$ cat src/hdl/itp_pkg.sv
package itp_pkg;

  // ---------------------------------------------------------------
  // timing
  // ---------------------------------------------------------------
  localparam int CLK_PERIOD_NS = 10;
  localparam int SPIKE_NS = 50;
  // a level must outlast the longest spike to be accepted
  localparam int FILT_CYC = SPIKE_NS / CLK_PERIOD_NS + 1;
  localparam logic [2:0] FILT_LAST = 3'(FILT_CYC - 1);
  localparam int STRETCH_MAX_NS = 1000;
  localparam int STRETCH_MAX_CYC = STRETCH_MAX_NS / CLK_PERIOD_NS;
  localparam int STRETCH_NS = 40;
  localparam int STRETCH_CYC =
    (STRETCH_NS + CLK_PERIOD_NS - 1) / CLK_PERIOD_NS;
  localparam logic [6:0] STRETCH_LOAD = 7'(STRETCH_CYC);

  // ---------------------------------------------------------------
  // addressing and reset values
  // ---------------------------------------------------------------
  localparam logic [6:0] TGT_ADDR_STRAP_LO = 7'h18;
  localparam logic [6:0] TGT_ADDR_STRAP_HI = 7'h19;
  localparam logic [2:0] BIT_LAST = 3'h7;
  localparam logic [7:0] PTR_RESET = 8'h00;
  localparam logic [7:0] BYTE_RESET = 8'h00;

  // ---------------------------------------------------------------
  // types
  // ---------------------------------------------------------------
  typedef enum logic [2:0] {
    ST_IDLE,
    ST_ADDR,
    ST_ACK_ADDR,
    ST_RX,
    ST_ACK_RX,
    ST_TX,
    ST_ACK_TX,
    ST_IGNORE
  } itp_state_e;

  typedef struct packed {
    logic wr;
    logic rd;
    logic [7:0] addr;
    logic [7:0] wdata;
  } itp_reg_req_s;

endpackage

$ cat src/hdl/itp_i2c_target_port.sv
`timescale 1ns/100ps
// Function
// - answer to address 18h with strap low, 19h with strap high.
// - first byte is 30h/31h (strap low) or 32h/33h (strap high).
// - start is data falling while clock high; primary makes it.
// - bus counts as busy from start until stop.
// - compare first seven bits with own address; eighth is direction.
// - ninth clock after every byte is the acknowledge slot.
// - transmitter releases data during the acknowledge slot.
// - receiver pulls data low through the acknowledge clock high.
// - no limit on data bytes in one transfer.
// - on reads, stretch clock up to 1 us, only after primary ack.
// - stop is data rising while clock high.
// - repeated start mid-transfer restarts address recognition.
// - idle bus: both lines released so they read high.
// - spikes up to 50 ns on clock and data are filtered out.
// - register read is pointer write, repeated start, then read.
// - register pointer advances by one after each byte.
// - in a write, byte after pointer is acked and stored.
module itp_i2c_target_port (
  input wire logic clock,
  input wire logic rst_b,
  input wire logic clock_en,
  input wire logic address_select_strap,
  input wire logic scl_in,
  output logic scl_out,
  output logic scl_oe_b,
  input wire logic sda_in,
  output logic sda_out,
  output logic sda_oe_b,
  output logic bus_busy,
  output itp_pkg::itp_reg_req_s reg_req,
  input wire logic [7:0] reg_rdata
);

  // ---------------------------------------------------------------
  // input synchronisers and spike filters
  // ---------------------------------------------------------------
  logic [1:0] line_raw;
  logic [1:0] line_filt;
  logic strap_meta;
  logic strap_sync;

  assign line_raw = {sda_in, scl_in};

  genvar gi;
  generate
    for (gi = 0; gi < 2; gi++) begin : g_line
      logic meta;
      logic sync;
      logic filt;
      logic [2:0] cnt;
      always_ff @(posedge clock or negedge rst_b) begin
        if (!rst_b) begin
          meta <= 1'b1;
          sync <= 1'b1;
        end else if (clock_en) begin
          meta <= line_raw[gi];
          sync <= meta;
        end
      end
      // a change is taken only after it has held for FILT_CYC samples
      always_ff @(posedge clock or negedge rst_b) begin
        if (!rst_b) begin
          filt <= 1'b1;
          cnt <= 3'h0;
        end else if (clock_en) begin
          if (sync == filt) begin
            cnt <= 3'h0;
          end else if (cnt == itp_pkg::FILT_LAST) begin
            filt <= sync;
            cnt <= 3'h0;
          end else begin
            cnt <= cnt + 3'h1;
          end
        end
      end
      assign line_filt[gi] = filt;
    end
  endgenerate

  // strap is a pin as well, so it is synchronised like the bus lines
  always_ff @(posedge clock or negedge rst_b) begin
    if (!rst_b) begin
      strap_meta <= 1'b0;
      strap_sync <= 1'b0;
    end else if (clock_en) begin
      strap_meta <= address_select_strap;
      strap_sync <= strap_meta;
    end
  end

  // ---------------------------------------------------------------
  // bus events
  // ---------------------------------------------------------------
  logic scl;
  logic sda;
  logic scl_q;
  logic sda_q;
  logic scl_rise;
  logic scl_fall;
  logic start_ev;
  logic stop_ev;

  assign scl = line_filt[0];
  assign sda = line_filt[1];

  always_ff @(posedge clock or negedge rst_b) begin
    if (!rst_b) begin
      scl_q <= 1'b1;
      sda_q <= 1'b1;
    end else if (clock_en) begin
      scl_q <= scl;
      sda_q <= sda;
    end
  end

  assign scl_rise = scl & ~scl_q;
  assign scl_fall = ~scl & scl_q;
  assign start_ev = scl & scl_q & sda_q & ~sda;
  assign stop_ev = scl & scl_q & ~sda_q & sda;

  always_ff @(posedge clock or negedge rst_b) begin
    if (!rst_b) begin
      bus_busy <= 1'b0;
    end else if (clock_en) begin
      if (start_ev) begin
        bus_busy <= 1'b1;
      end else if (stop_ev) begin
        bus_busy <= 1'b0;
      end
    end
  end

  // ---------------------------------------------------------------
  // sequencing
  // ---------------------------------------------------------------
  function automatic logic [6:0] own_addr(input logic strap);
    own_addr = strap ? itp_pkg::TGT_ADDR_STRAP_HI
                     : itp_pkg::TGT_ADDR_STRAP_LO;
  endfunction

  itp_pkg::itp_state_e state;
  itp_pkg::itp_state_e next_state;
  logic [2:0] bit_cnt;
  logic byte_done;
  logic [7:0] rx_sh;
  logic [7:0] tx_sh;
  logic [7:0] reg_ptr;
  logic ptr_loaded;
  logic is_read;
  logic addr_hit;
  logic ev_fetch;
  logic ev_store;
  logic ev_ptr;
  logic ev_stretch;
  logic load_tx;
  logic sda_drive;
  logic [6:0] stretch_cnt;
  logic state_chg;
  logic rx_phase;

  // eighth bit is the direction and is left out of the compare
  assign addr_hit = (rx_sh[7:1] == own_addr(strap_sync));
  assign state_chg = (next_state != state);
  assign rx_phase = (state == itp_pkg::ST_ADDR) ||
                    (state == itp_pkg::ST_RX);

  always_comb begin
    next_state = state;
    ev_fetch = 1'b0;
    ev_store = 1'b0;
    ev_ptr = 1'b0;
    ev_stretch = 1'b0;
    if (start_ev) begin
      next_state = itp_pkg::ST_ADDR;
    end else if (stop_ev) begin
      next_state = itp_pkg::ST_IDLE;
    end else begin
      case (state)
        itp_pkg::ST_ADDR: begin
          if (scl_fall && byte_done) begin
            next_state = addr_hit ? itp_pkg::ST_ACK_ADDR
                                  : itp_pkg::ST_IGNORE;
          end
        end
        itp_pkg::ST_ACK_ADDR: begin
          // prefetch so the first read byte is ready without stretching
          if (scl_rise && is_read) begin
            ev_fetch = 1'b1;
          end
          if (scl_fall) begin
            next_state = is_read ? itp_pkg::ST_TX : itp_pkg::ST_RX;
          end
        end
        itp_pkg::ST_RX: begin
          if (scl_fall && byte_done) begin
            next_state = itp_pkg::ST_ACK_RX;
            ev_store = ptr_loaded;
            ev_ptr = ~ptr_loaded;
          end
        end
        itp_pkg::ST_ACK_RX: begin
          if (scl_fall) begin
            next_state = itp_pkg::ST_RX;
          end
        end
        itp_pkg::ST_TX: begin
          if (scl_fall && (bit_cnt == itp_pkg::BIT_LAST)) begin
            next_state = itp_pkg::ST_ACK_TX;
          end
        end
        itp_pkg::ST_ACK_TX: begin
          if (scl_rise && sda) begin
            next_state = itp_pkg::ST_IGNORE;
          end else if (scl_fall) begin
            next_state = itp_pkg::ST_TX;
            ev_fetch = 1'b1;
            ev_stretch = 1'b1;
          end
        end
        default: begin
          next_state = state;
        end
      endcase
    end
  end

  always_ff @(posedge clock or negedge rst_b) begin
    if (!rst_b) begin
      state <= itp_pkg::ST_IDLE;
    end else if (clock_en) begin
      state <= next_state;
    end
  end

  // counts rises while receiving, falls while transmitting
  always_ff @(posedge clock or negedge rst_b) begin
    if (!rst_b) begin
      bit_cnt <= 3'h0;
      byte_done <= 1'b0;
    end else if (clock_en) begin
      if (state_chg) begin
        bit_cnt <= 3'h0;
        byte_done <= 1'b0;
      end else if (rx_phase && scl_rise) begin
        bit_cnt <= bit_cnt + 3'h1;
        byte_done <= (bit_cnt == itp_pkg::BIT_LAST);
      end else if ((state == itp_pkg::ST_TX) && scl_fall) begin
        bit_cnt <= bit_cnt + 3'h1;
      end
    end
  end

  always_ff @(posedge clock or negedge rst_b) begin
    if (!rst_b) begin
      rx_sh <= itp_pkg::BYTE_RESET;
      is_read <= 1'b0;
    end else if (clock_en) begin
      if (rx_phase && scl_rise) begin
        rx_sh <= {rx_sh[6:0], sda};
      end
      if (state == itp_pkg::ST_ADDR && state_chg) begin
        is_read <= rx_sh[0];
      end
    end
  end

  // pointer survives a repeated start so a read follows a pointer write
  always_ff @(posedge clock or negedge rst_b) begin
    if (!rst_b) begin
      reg_ptr <= itp_pkg::PTR_RESET;
      ptr_loaded <= 1'b0;
    end else if (clock_en) begin
      if (start_ev) begin
        ptr_loaded <= 1'b0;
      end else if (ev_ptr) begin
        reg_ptr <= rx_sh;
        ptr_loaded <= 1'b1;
      end else if (ev_store || ev_fetch) begin
        reg_ptr <= reg_ptr + 8'h01;
      end
    end
  end

  // ---------------------------------------------------------------
  // register side
  // ---------------------------------------------------------------
  always_ff @(posedge clock or negedge rst_b) begin
    if (!rst_b) begin
      reg_req <= '0;
      load_tx <= 1'b0;
    end else if (clock_en) begin
      reg_req.wr <= ev_store;
      reg_req.rd <= ev_fetch;
      load_tx <= reg_req.rd;
      if (ev_store || ev_fetch) begin
        reg_req.addr <= reg_ptr;
      end
      if (ev_store) begin
        reg_req.wdata <= rx_sh;
      end
    end
  end

  always_ff @(posedge clock or negedge rst_b) begin
    if (!rst_b) begin
      tx_sh <= itp_pkg::BYTE_RESET;
    end else if (clock_en) begin
      if (load_tx) begin
        tx_sh <= reg_rdata;
      end else if ((state == itp_pkg::ST_TX) && scl_fall) begin
        tx_sh <= {tx_sh[6:0], 1'b0};
      end
    end
  end

  // ---------------------------------------------------------------
  // line drivers
  // ---------------------------------------------------------------
  // open drain: only ever pull low, a one is a release
  always_ff @(posedge clock or negedge rst_b) begin
    if (!rst_b) begin
      sda_drive <= 1'b0;
    end else if (clock_en) begin
      if (start_ev || stop_ev) begin
        sda_drive <= 1'b0;
      end else if (state_chg) begin
        case (next_state)
          itp_pkg::ST_ACK_ADDR: sda_drive <= 1'b1;
          itp_pkg::ST_ACK_RX: sda_drive <= 1'b1;
          itp_pkg::ST_TX: begin
            sda_drive <= (state == itp_pkg::ST_ACK_ADDR) & ~tx_sh[7];
          end
          default: sda_drive <= 1'b0;
        endcase
      end else if (load_tx && (state == itp_pkg::ST_TX)) begin
        sda_drive <= ~reg_rdata[7];
      end else if ((state == itp_pkg::ST_TX) && scl_fall) begin
        sda_drive <= ~tx_sh[6];
      end
    end
  end

  // stretch covers the fetch latency; far below the 1 us allowance,
  // and the primary must wait for the release
  always_ff @(posedge clock or negedge rst_b) begin
    if (!rst_b) begin
      stretch_cnt <= 7'h00;
    end else if (clock_en) begin
      if (start_ev || stop_ev) begin
        stretch_cnt <= 7'h00;
      end else if (ev_stretch) begin
        stretch_cnt <= itp_pkg::STRETCH_LOAD;
      end else if (stretch_cnt != 7'h00) begin
        stretch_cnt <= stretch_cnt - 7'h01;
      end
    end
  end

  assign scl_out = 1'b0;
  assign sda_out = 1'b0;
  assign scl_oe_b = (stretch_cnt == 7'h00);
  assign sda_oe_b = ~sda_drive;

endmodule

$ cat config.mk
export PLATFORM = sky130hd
export DESIGN_NAME = itp_i2c_target_port
export DESIGN_NICKNAME = d
export VERILOG_FILES = /design/src/hdl/itp_pkg.sv /design/src/hdl/itp_i2c_target_port.sv
export SDC_FILE = /design/constraint.sdc
export NUM_CORES = 1
export LEC_CHECK = 0
export BUFFER_PORTS_ARGS = -buffer_cell sky130_fd_sc_hd__buf_4
export CAP_MARGIN = 15
export CORE_MARGIN = 4
export CORE_UTILIZATION = 26
export CTS_BUF_LIST = sky130_fd_sc_hd__clkbuf_16
export CTS_CLUSTER_DIAMETER = 30
export DETAILED_ROUTE_END_ITERATION = 6
export HOLD_SLACK_MARGIN = 0.05
export PLACE_DENSITY = 0.4
export SLEW_MARGIN = 10
export SYNTH_ARGS = -nofsm -noshare
export SYNTH_HDL_FRONTEND = slang
export SYNTH_SLANG_ARGS = --single-unit
export TNS_END_PERCENT = 1
$ cat constraint.sdc
create_clock -name clock -period 4.32 [get_ports clock]
set_clock_uncertainty 0.05 [all_clocks]
set_input_delay 0.648 -clock clock [delete_from_list [all_inputs] [get_ports clock]]
set_output_delay 0.648 -clock clock [all_outputs]
set_load 0.02 [all_outputs]
==> summary.txt, run 1 <==
Run status
  • Status: complete, no violations

Layout
  • Sequential cell area: 1937 um2
  • # fillers: 1521
  • Final core area utilization: 0.3168
  • Fin cells: 611
  • Syn-to-layout area delta: 18.20%
  • Fraction of layout cells with a size suffix above 1: 0.2412
  • Cell area after layout: 4657 um2
  • NumNets Final: 441
  • Diode count: 0
  • Area of the multi-input gates: 1841 um2

Drt
  • Drt pass-1 iters: 4
  • Remaining DRCs: 0
  • Routed Antenna Nets: 0
  • Vias/cell: 4.830
  • Starting DRT DRC Count: 170
  • Routed WL: 8936 um
  • Wire per inst: 14.63 um
  • Vias: 2951

Timing
  • Setup TNS: 0 ns
  • Minimum clock period: 2.621 ns
  • Slew Limit Fails: 0
  • Final Worst Setup Slack: 1.699 ns
  • Final setup fails: 0
  • Worst slew margin: 0.3395
  • Final Hold Viols: 0
  • FMAX: 0.3815 GHz
  • RSZ-0062 raised after global routing: false
  • Min Hold Slack: 0.4150 ns
  • Crit share post-route: 0.6068
  • Worst Max-Slew Pin Slew: 0.9907 ns

Synthesis
  • Synthesized area per cell: 10.00 um2
  • Top cell type's share of synthesized area: 0.4382
  • Sequential-to-total area share from yosys stat: 0.4916
  • Synth cell types: 58
  • Area contributors post-synth: dfrtp_1, mux2_2, dfstp_2, o21ai_0, nand2_1
  • Synth area leader: dfrtp_1
  • Synthesized flop and latch total: 77
  • Post-synth top cells: dfrtp_1, nand2_1, mux2_2, o21ai_0, nor2_1
  • Mapped cell area: 3940 um2
  • Synth warn: 0
  • Synth Flop Type: dfrtp_1
  • Async S/R FF share, synth: 1.000
  • Most instantiated library cell after synthesis: dfrtp_1
  • Post-Syn Instances: 394
  • Number of synthesized flops with an enable pin: 0

Setup path
  • Crit Path Max Fanout: 17
  • Crit path DAT: 2.80 ns
  • Worst EP required: 4.50 ns
  • Cell Chain, Critical Path: and2b_1, nand3_1, nor3_1, a2111o_1, nand4_2, nand4_1, mux2_1
  • CP max stage cell: dfrtp_1
  • Crit end category: flop
  • Critical Path Start Type: flop
  • WS Path Type: flop to flop
  • CP max stage delay: 0.67 ns

Clock tree
  • H-tree depth: 3
  • Clock transition at path regs: 0.06 ns
  • CTS Hold Bufs: 0
  • Clk_lat worst skew: 0.35 ns
  • Post-CTS Resized: 0
  • Max clock buf depth: 2
  • Total CTS buffers: 9
  • CTS root buffer: clkbuf_16
  • Clock sinks: 77
  • Postcts setup bufs: 0
  • CTS tree: yes

Hold path
  • Hold Path Class: input port to async pin

Floorplanning
  • Row count: 44
  • Number of top-level pins: 37
  • Die W: 131.1 um
  • Starting density of the core: 0.2680
  • Core ar.: 14700 um2
  • Die height: 131.1 um
  • Die area: 17190 um2

Place
  • Placed Cells: 595
  • DP Wirelength: 6095 um
  • Placed inst area: 4342 um2
  • Gpl congestion: 0.8186
  • Port Buffer Count: 34
  • Pre-CTS setup slack: 1.778 ns

Global routing
  • Initial antenna violation count: 0
  • Remaining global-route overflow: 0
  • Gr usage total: 0.1088
  • Largest net degree at the start of global routing: 78
  • Number of global-route vias before repair: 2951
  • First-pass GRT wire length: 15320 um

Power
  • Max VDD drop: 0.0002134 V
  • Static Leak: 2.082 nW
  • Cell Int Power: 1.676 mW
  • PD cells: 542.0 nW/um2
  • Net Sw Power: 847.7 uW
  • Overall power: 2.524 mW
  • Gate power share: 0.258
  • Clk pwr share: 0.322
  • Seq pwr share: 0.420
  • Sw Share: 0.3358

Flow run
  • Max-cap viol count: 0
==> cells in the final DEF (no fill, tap or decap), types with 3 or more instances in the layout <==
| cell type | n |
|---|---|
| or3b_2 | 3 |
| a22oi_1 | 6 |
| o21ai_1 | 3 |
| and2_1 | 3 |
| o22ai_1 | 10 |
| nand4_1 | 4 |
| dfstp_2 | 8 |
| nand3_1 | 11 |
| buf_4 | 35 |
| o21ai_0 | 31 |
| nor4_1 | 7 |
| mux2_2 | 35 |
| nor2_1 | 27 |
| clkbuf_16 | 9 |
| xor2_1 | 3 |
| nand2b_1 | 9 |
| ha_1 | 5 |
| nor3_1 | 8 |
| a21oi_1 | 18 |
| nand2_1 | 40 |
| inv_1 | 21 |
| a31oi_1 | 3 |
| xnor2_1 | 6 |
| mux2i_1 | 7 |
| dfrtp_1 | 69 |
| and3_1 | 4 |
==> area by class of cell <==
| class | instances | share of cell area |
|---|---|---|
| well taps | 184 | 0.04944 |
| flip-flops and latches | 77 | 0.4159 |
| repair buffers | 35 | 0.05642 |
| inverters | 19 | 0.01531 |
| multi-input cells | 280 | 0.3952 |
| clock inverters | 7 | 0.01934 |
| clock buffers | 9 | 0.04836 |
==> state kept, by name, summed over array words and instances, names as in the netlist, 3 cells and up <==
register,cells
reg_ptr,8
reg_req,18
g_line.cnt,6
state,3
stretch_cnt,7
tx_sh,8
rx_sh,8
bit_cnt,3
==> routing by layer <==
layer  track usage  wire length [um]
met5             0                 0
met4       0.05543               235
met3       0.02523               279
met2        0.1639              3974
met1        0.1468              4446
==> worst max-delay path: cells and delay by family, from the launching register on <==
kind,cells,cell delay [ns]
DFF,1,0.67
muxes,1,0.32
and+or+nand+nor,5,1.25
AOI/OAI and AO/OA,1,0.22
==> power by group through the flow <==
| stage | Clock [mW] | Combinational (mW) | Sequential [mW] |
|---|---|---|---|
| floorplan | 0 | 0.566 | 0.984 |
| global placement | 0 | 0.647 | 1.07 |
| detailed placement | 0 | 0.655 | 1.07 |
| CTS | 0.837 | 0.658 | 1.06 |
| global route | 0.869 | 0.740 | 1.09 |
| finish | 0.813 | 0.651 | 1.06 |
==> worst paths after layout <==
path	cells after the start	endpoint	start	slack, ns
setup / recovery	7	is_read	state[0]	1.70
hold / removal	1	g_line[0].cnt[1]	rst_b	0.42
setup reg to reg	7	is_read	state[0]	1.70
hold reg to reg	2	tx_sh[3]	tx_sh[3]	0.43
max in group asynchronous	1	reg_req[12]	rst_b	3.16
min in group clock	2	tx_sh[3]	tx_sh[3]	0.43
==> kinds of logic after synthesis <==
| group | synth area share |
|---|---|
| AOI/OAI and AO/OA | 0.1413 |
| adders and majority gates | 0.01588 |
| other | 0.0009518 |
| muxes | 0.1207 |
| xor gates and xnor gates | 0.02001 |
| DFF | 0.4916 |
| buffers and inverters | 0.04224 |
| and+or+nand+nor | 0.1674 |
Note: power is estimated with default switching activity, not from simulation.
==> inputs of run 2 (changes only) <==
--- a/config.mk
+++ b/config.mk
@@ -5,6 +5,7 @@
 export SDC_FILE = /design/constraint.sdc
 export NUM_CORES = 1
 export LEC_CHECK = 0
+export ABC_AREA = 1
 export BUFFER_PORTS_ARGS = -buffer_cell sky130_fd_sc_hd__buf_4
 export CAP_MARGIN = 15
 export CORE_MARGIN = 4
@@ -13,7 +14,7 @@
 export CTS_CLUSTER_DIAMETER = 30
 export DETAILED_ROUTE_END_ITERATION = 6
 export HOLD_SLACK_MARGIN = 0.05
-export PLACE_DENSITY = 0.4
+export PLACE_DENSITY = 0.42
 export SLEW_MARGIN = 10
 export SYNTH_ARGS = -nofsm -noshare
 export SYNTH_HDL_FRONTEND = slang
==> constraint.sdc (replaced) <==
create_clock -name clock -period 2.1 [get_ports clock]
set_clock_uncertainty 0.05 [all_clocks]
set_input_delay 0.315 -clock clock [delete_from_list [all_inputs] [get_ports clock]]
set_output_delay 0.315 -clock clock [all_outputs]
set_load 0.02 [all_outputs]
==> run 2 against run 1 <==
  * Combinational power rose to 3.1 times the previous value
  * Fmax increased by 28%
  * Routed wire length grew 10%
  * Register-to-register slack worse by 1.6 ns
  * Synthesized cell count grew 27%
  * Final area increased by 7.9%
  * Sequential share of layout area decreased by 3.0 points
  * Count of clock-buffer cells in the layout stayed put
  * Setup slack lost 1.6 ns
  * Sequential cell count is the same
  * Non-clock buffer count is 25 higher
  * Synthesized area up 1.7%
  * Critical endpoint is now sda_drive
==> summary.txt, run 2 <==
Floorplanning
  • Core ar.: 15150 um2 (+3.0%)
  • Die area: 17460 um2 (+1.6%)
  • Number of top-level pins: 37 (unchanged)
  • Die height: 132.1 um (+0.79%)
  • Starting density of the core: 0.2645 (-0.003527)
  • Die W: 132.1 um (+0.79%)
  • Row count: 45 (+2.3%)

Synthesis
  • Number of synthesized flops with an enable pin: 0 (unchanged)
  • Synth area leader: dfrtp_1
  • Post-synth top cells: nand2_1, dfrtp_1, o21ai_0, inv_1, nor2_1
  • Synthesized flop and latch total: 77 (unchanged)
  • Post-Syn Instances: 501 (+27%)
  • Synth warn: 0 (unchanged)
  • Async S/R FF share, synth: 1.000 (unchanged)
  • Area contributors post-synth: dfrtp_1, nand2_1, o21ai_0, dfstp_2, inv_1
  • Top cell type's share of synthesized area: 0.4310 (-0.007254)
  • Most instantiated library cell after synthesis: nand2_1
  • Mapped cell area: 4006 um2 (+1.7%)
  • Synth Flop Type: dfrtp_1
  • Synthesized area per cell: 7.997 um2 (-20%)
  • Synth cell types: 36 (-38%)
  • Sequential-to-total area share from yosys stat: 0.4834 (-0.008137)

Layout
  • Fraction of layout cells with a size suffix above 1: 0.2402 (-0.001004)
  • Sequential cell area: 1939 um2 (+0.13%)
  • Cell area after layout: 5025 um2 (+7.9%)
  • # fillers: 1581 (+3.9%)
  • Commonest non-fill, non-tap cell in the layout: nand2_1
  • NumNets Final: 576 (+31%)
  • Largest Register: reg_req
  • Diode count: 0 (unchanged)
  • Area of the multi-input gates: 1826 um2 (-0.82%)
  • Max reg flops: 18 (unchanged)
  • Commonest cells after routing, fill and taps aside: nand2_1, dfrtp_1, o21ai_0, buf_4, inv_1
  • Syn-to-layout area delta: 25.42%

Drt
  • Vias/cell: 4.461 (-7.6%)
  • Remaining DRCs: 0 (unchanged)
  • Starting DRT DRC Count: 176 (+3.5%)
  • Routed Antenna Nets: 0 (unchanged)
  • Wire per inst: 13.13 um (-10%)
  • Routed WL: 9845 um (+10%)
  • Vias: 3346 (+13%)
  • Drt pass-1 iters: 4 (unchanged)

Global routing
  • First-pass GRT wire length: 16480 um (+7.6%)
  • Initial antenna violation count: 0 (unchanged)
  • Gr usage total: 0.1169 (+0.008105)
  • Remaining global-route overflow: 0 (unchanged)
  • Largest net degree at the start of global routing: 36 (-54%)
  • Number of global-route vias before repair: 3314 (+12%)

Setup path
  • Critical Path Start Type: flop
  • Worst EP required: 2.28 ns (-2.22 ns)
  • Crit path DAT: 2.23 ns (-0.57 ns)
  • WS Path Type: flop to flop
  • Crit end category: flop
  • Register-to-Register Path Depth: 13 (+6)
  • R2R Setup Slk: 0.05 ns (-1.65 ns)
  • Crit Path Max Fanout: 8 (-9)

Clock tree
  • Clock transition at path regs: 0.06 ns (about the same)
  • Clk_lat worst skew: 0.34 ns (about the same)
  • Total CTS buffers: 9 (unchanged)
  • H-tree depth: 3 (unchanged)
  • Clock sinks: 77 (unchanged)
  • Max clock buf depth: 2 (unchanged)
  • CTS tree: yes
  • CTS root buffer: clkbuf_16

Hold path
  • Hold Path Stages: 3
  • Hold Path Class: input port to flop

Timing
  • Worst Max-Slew Pin Slew: 0.5163 ns (-0.4744 ns)
  • Setup TNS: 0 ns (unchanged)
  • Final Hold Viols: 0 (unchanged)
  • Final Worst Setup Slack: 0.04970 ns (-1.649 ns)
  • Minimum clock period: 2.050 ns (-0.5711 ns)
  • Slew Limit Fails: 0 (unchanged)
  • Crit share post-route: 0.9763 (+0.3695)
  • FMAX: 0.4877 GHz (+28%)
  • Final setup fails: 0 (unchanged)
  • Worst slew margin: 0.6558 (+0.3163)
  • RSZ-0062 raised after global routing: true

Power
  • PD cells: 1126 nW/um2 (+110%)
  • Static Leak: 2.513 nW (+21%)
  • Max VDD drop: 0.0004677 V (+120%)

Place
  • Gpl congestion: 0.8420 (+2.9%)
  • Placed inst area: 4563 um2 (+5.1%)
  • Pre-CTS setup slack: 0.05362 ns (-1.725 ns)
  • DP Wirelength: 7049 um (+16%)
  • Port Buffer Count: 34 (unchanged)

Flow run
  • Max-cap viol count: 0 (unchanged)

Run status
  • Status: complete, no violations
[run 2: cell types whose count changed in the layout (fill, tap and decap cells not counted), moves of 7 or more]
cell	before	now
nand2_1	40	129
o211ai_1	0	7
inv_2	0	8
a21oi_1	18	11
mux2i_1	7	0
nor4_1	7	0
o21ai_0	31	58
nand3_1	11	21
mux2_2	35	1
nand3_2	0	7
nand2_2	2	14
buf_4	35	58
nand2b_1	9	0
inv_1	21	57
[run 2: cell type report]
cell class                 count  area share
sequential                    77      0.3860
multi-input combinational    343      0.3633
timing repair buffer          60     0.09263
inverter                      66     0.05030
tap                          188     0.04681
clock buffer                   9     0.04482
clock inverter                 7     0.01619
[run 2: layer usage]
| metal | vias up | GRT usage | share of wire |
|---|---|---|---|
| li1 | 1723 | - | - |
| met1 | 1554 | 0.1486 | 0.47 |
| met2 | 53 | 0.1924 | 0.48 |
| met3 | 16 | 0.03015 | 0.031 |
| met4 | 0 | 0.04201 | 0.020 |
| met5 | - | 0 | 0 |
[run 2: worst paths after layout]
kind	to	from
max in group asynchronous	g_line[0].sync	rst_b
min in group asynchronous	reg_req[15]	rst_b
max	sda_drive	scl_q
min	strap_meta	address_select_strap
min reg2reg	g_line[0].meta	g_line[0].meta
max reg2reg	sda_drive	scl_q
[run 2: per-stage QoR]
step	cells	total power, mW	utilization	hold slack, ns
2_1_floorplan	502	3.395	-	-0.03059
3_5_place_dp	726	3.873	0.3013	0.2765
3_3_place_gp	726	3.886	0.3013	0.2807
5_1_grt	750	6.101	0.3318	0.1271
4_1_cts	743	5.541	0.3222	0.1221
6_report	750	5.658	0.3318	0.1325
[run 2: cells by family (layout without fill, tap and decap cells)]
group / Yosys count / count (layout) / synth area share
simple gates: 234 / 234 / 0.2683
compound gates: 92 / 92 / 0.1262
buf+inv: 82 / 142 / 0.08307
flops: 77 / 77 / 0.4834
xor+xnor: 9 / 9 / 0.01968
fa+ha+maj: 5 / 5 / 0.01562
other cells: 1 / 2 / 0.0009360
mux: 1 / 1 / 0.002811
[run 2: what timing repair did]
action,4_1_cts,5_1_grt
hold buffers,1,0
gates resized for setup,0,24
buffers inserted,0,7
endpoints found under the setup margin,0,6
hold endpoints to repair,33,0
[run 2: power by group]
group          total, mW  switching [mW]  internal, mW  leakage [nW]
registers           2.02           0.237          1.78         0.942
clock network       1.62           0.596          1.02         0.155
logic               2.02            1.22         0.797          1.42
[run 2: critical path, cell delays in order, from the launching register on]
cell	delay, ns
dfstp_2	0.59
inv_4	0.07
nor2_8	0.18
nand3_4	0.12
a21oi_4	0.14
nand3_2	0.13
nand3_2	0.08
nand2_2	0.07
nor2_4	0.12
nand2_4	0.09
nand2_4	0.12
nand2_1	0.06
nand3_1	0.07
nand2_1	0.05
==> inputs of run 3 (changes only) <==
==> constraint.sdc (replaced) <==
create_clock -name clock -period 2.1 [get_ports clock]
set_clock_uncertainty 0.05 [all_clocks]
set_input_delay 0.105 -clock clock [delete_from_list [all_inputs] [get_ports clock]]
set_output_delay 0.105 -clock clock [all_outputs]
set_load 0.02 [all_outputs]
==> run 3 against run 2 <==
  * Fmax is essentially flat
  * Via count increased by 0.60%
  * Count of clock-buffer cells in the layout stayed put
  * Cell count up 1.6%
  * Clock power about the same
  * Hold slack got worse by 0.028 ns
  * First-iteration DRC count down 9.7%
  * Total power is 0.97% higher
  * Routed wire length is 1.4% higher
  * Utilization increased by 0.74 points
  * Critical path depth increased by 1
==> summary.txt, run 3 (synthesized netlist as in run 2, its figures left out) <==
Layout
  • Diode count: 0 (unchanged)
  • Max reg flops: 18 (unchanged)
  • Cell area after layout: 5137 um2 (+2.2%)
  • NumNets Final: 588 (+2.1%)
  • Largest Register: reg_req
  • # fillers: 1581 (unchanged)
  • Syn-to-layout area delta: 28.23%
  • Commonest cells after routing, fill and taps aside: nand2_1, dfrtp_1, inv_1, o21ai_0, buf_4
  • Fraction of layout cells with a size suffix above 1: 0.2300 (-0.01025)
  • Commonest non-fill, non-tap cell in the layout: nand2_1

Drt
  • Starting DRT DRC Count: 159 (-9.7%)
  • Remaining DRCs: 0 (unchanged)
  • Drt pass-1 iters: 4 (unchanged)
  • Wire per inst: 13.10 um (-0.17%)
  • Vias: 3366 (+0.60%)
  • Vias/cell: 4.417 (-0.99%)
  • Routed Antenna Nets: 0 (unchanged)
  • Routed WL: 9986 um (+1.4%)

Flow run
  • Max-cap viol count: 0 (unchanged)

Setup path
  • Cell with the most instances on the worst path: nand2_2
  • CP max stage cell: dfstp_2
  • Reg2reg end: sda_drive
  • Crit end category: flop
  • Reg2reg start: scl_q
  • CP max stage delay: 0.60 ns (about the same)
  • Crit path DAT: 2.28 ns (+0.05 ns)
  • Worst Setup SP: scl_q
  • Crit Path Max Fanout: 8 (unchanged)
  • WS Path Type: flop to flop
  • End point of the critical path: sda_drive
  • Cell Chain, Critical Path: inv_4, nor2_8, nand3_4, a21oi_2, nand3_2, nand2_2, nand2_2, nand2_2, nor2_4, nand2_4, inv_2, nand2_1, nand3_2, nand2_1
  • Worst EP required: 2.33 ns (+0.05 ns)
  • Register-to-Register Path Depth: 14 (+1)
  • Critical Path Start Type: flop
  • R2R Setup Slk: 0.05 ns (about the same)

Global routing
  • Number of global-route vias before repair: 3409 (+2.9%)
  • Initial antenna violation count: 0 (unchanged)
  • First-pass GRT wire length: 16680 um (+1.2%)
  • Gr usage total: 0.1195 (+0.002623)
  • Remaining global-route overflow: 0 (unchanged)
  • Largest net degree at the start of global routing: 37 (+2.8%)

Power
  • PD cells: 1112 nW/um2 (-1.2%)
  • Max VDD drop: 0.0006755 V (+44%)
  • Static Leak: 2.551 nW (+1.5%)
  • Overall power: 5.712 mW (+0.97%)

Timing
  • Slew Limit Fails: 0 (unchanged)
  • Minimum clock period: 2.052 ns (+0.001326 ns)
  • RSZ-0062 raised after global routing: true
  • Crit share post-route: 0.9770 (about the same)
  • FMAX: 0.4874 GHz (about the same)
  • Final Hold Viols: 0 (unchanged)
  • Min Hold Slack: 0.1048 ns (-0.02765 ns)
  • Final setup fails: 0 (unchanged)

Hold path
  • Hold Path Class: input port to flop

Floorplanning
  • Core ar.: 15150 um2 (unchanged)
  • Die height: 132.1 um (unchanged)
  • Die area: 17460 um2 (unchanged)
  • Die W: 132.1 um (unchanged)
  • Number of top-level pins: 37 (unchanged)
  • Row count: 45 (unchanged)
  • Starting density of the core: 0.2645 (unchanged)

Clock tree
  • CTS root buffer: clkbuf_16
  • Clock sinks: 77 (unchanged)
  • Max clock buf depth: 2 (unchanged)
  • H-tree depth: 3 (unchanged)
  • Clock transition at path regs: 0.06 ns (about the same)
  • Total CTS buffers: 9 (unchanged)
  • Clk_lat worst skew: 0.34 ns (about the same)
  • CTS tree: yes

Place
  • Port Buffer Count: 34 (unchanged)
  • Gpl congestion: 0.8679 (+3.1%)
  • Placed inst area: 4571 um2 (+0.16%)
  • DP Wirelength: 7126 um (+1.1%)

Run status
  • Status: complete, no violations
[run 3: worst min path at each step]
stage / startpoint / end / slack, ns / depth (start not counted)
global route: clock_en / scl_q / 0.13 / 3
detailed placement: rst_b / reg_req[12] / -0.01 / 1
CTS: clock_en / scl_q / 0.08 / 3
global placement: rst_b / reg_req[12] / -0.02 / 1
floorplan: rst_b / bit_cnt[0] / -0.24 / 0
finish: clock_en / scl_q / 0.10 / 3
[run 3: area by class of cell]
class,instances,area (um2),area share
Sequential cell,77,1938,0.3773
Clock buffer,9,225.2,0.04384
Multi-Input combinational cell,343,1809,0.3522
Clock inverter,7,83.83,0.01632
Tap cell,188,235.2,0.04579
Inverter,66,250.2,0.04871
Timing Repair Buffer,72,595.6,0.1159
[run 3: worst max-delay path: cells and delay by family (launching register included)]
kind | cells | cell delay, ns
AO/OA/AOI/OAI | 1 | 0.16
flip-flops | 1 | 0.60
AND/OR/NAND/NOR | 11 | 1.04
buffers and inverters | 2 | 0.14
[run 3: routing by layer]
layer	vias to the layer above	GRT usage	wire (um)	share of wire
met5	-	0	0	0
met4	0	0.03442	112	0.011
met3	11	0.04122	383	0.038
met2	49	0.1958	4813	0.48
met1	1562	0.1497	4677	0.47
li1	1744	-	-	-
[run 3: timing repair]
action                                  4_1_cts  5_1_grt
endpoints found under the hold margin        80        0
buffers inserted                              0        7
endpoints found under the setup margin        0        9
resized for setup                             0       17
hold buffers                                 12        0
[run 3: power breakdown]
part	total, mW	leakage [nW]	switching, mW	internal [mW]
Clock	1.63	0.155	0.605	1.03
Combinational	2.09	1.45	1.27	0.817
Sequential	2.00	0.943	0.218	1.78
Total	5.71	2.55	2.09	3.62
[run 3: metrics by stage]
step | utilization | cells | setup slack, ns | TNS, ns
floorplan | - | 502 | 0.2200 | 0
global placement | 0.3018 | 727 | 0.09117 | 0
detailed placement | 0.3018 | 727 | 0.06798 | 0
CTS | 0.3301 | 755 | 0.05202 | 0
global route | 0.3392 | 762 | -0.07738 | -0.3356
finish | 0.3392 | 762 | 0.04838 | 0
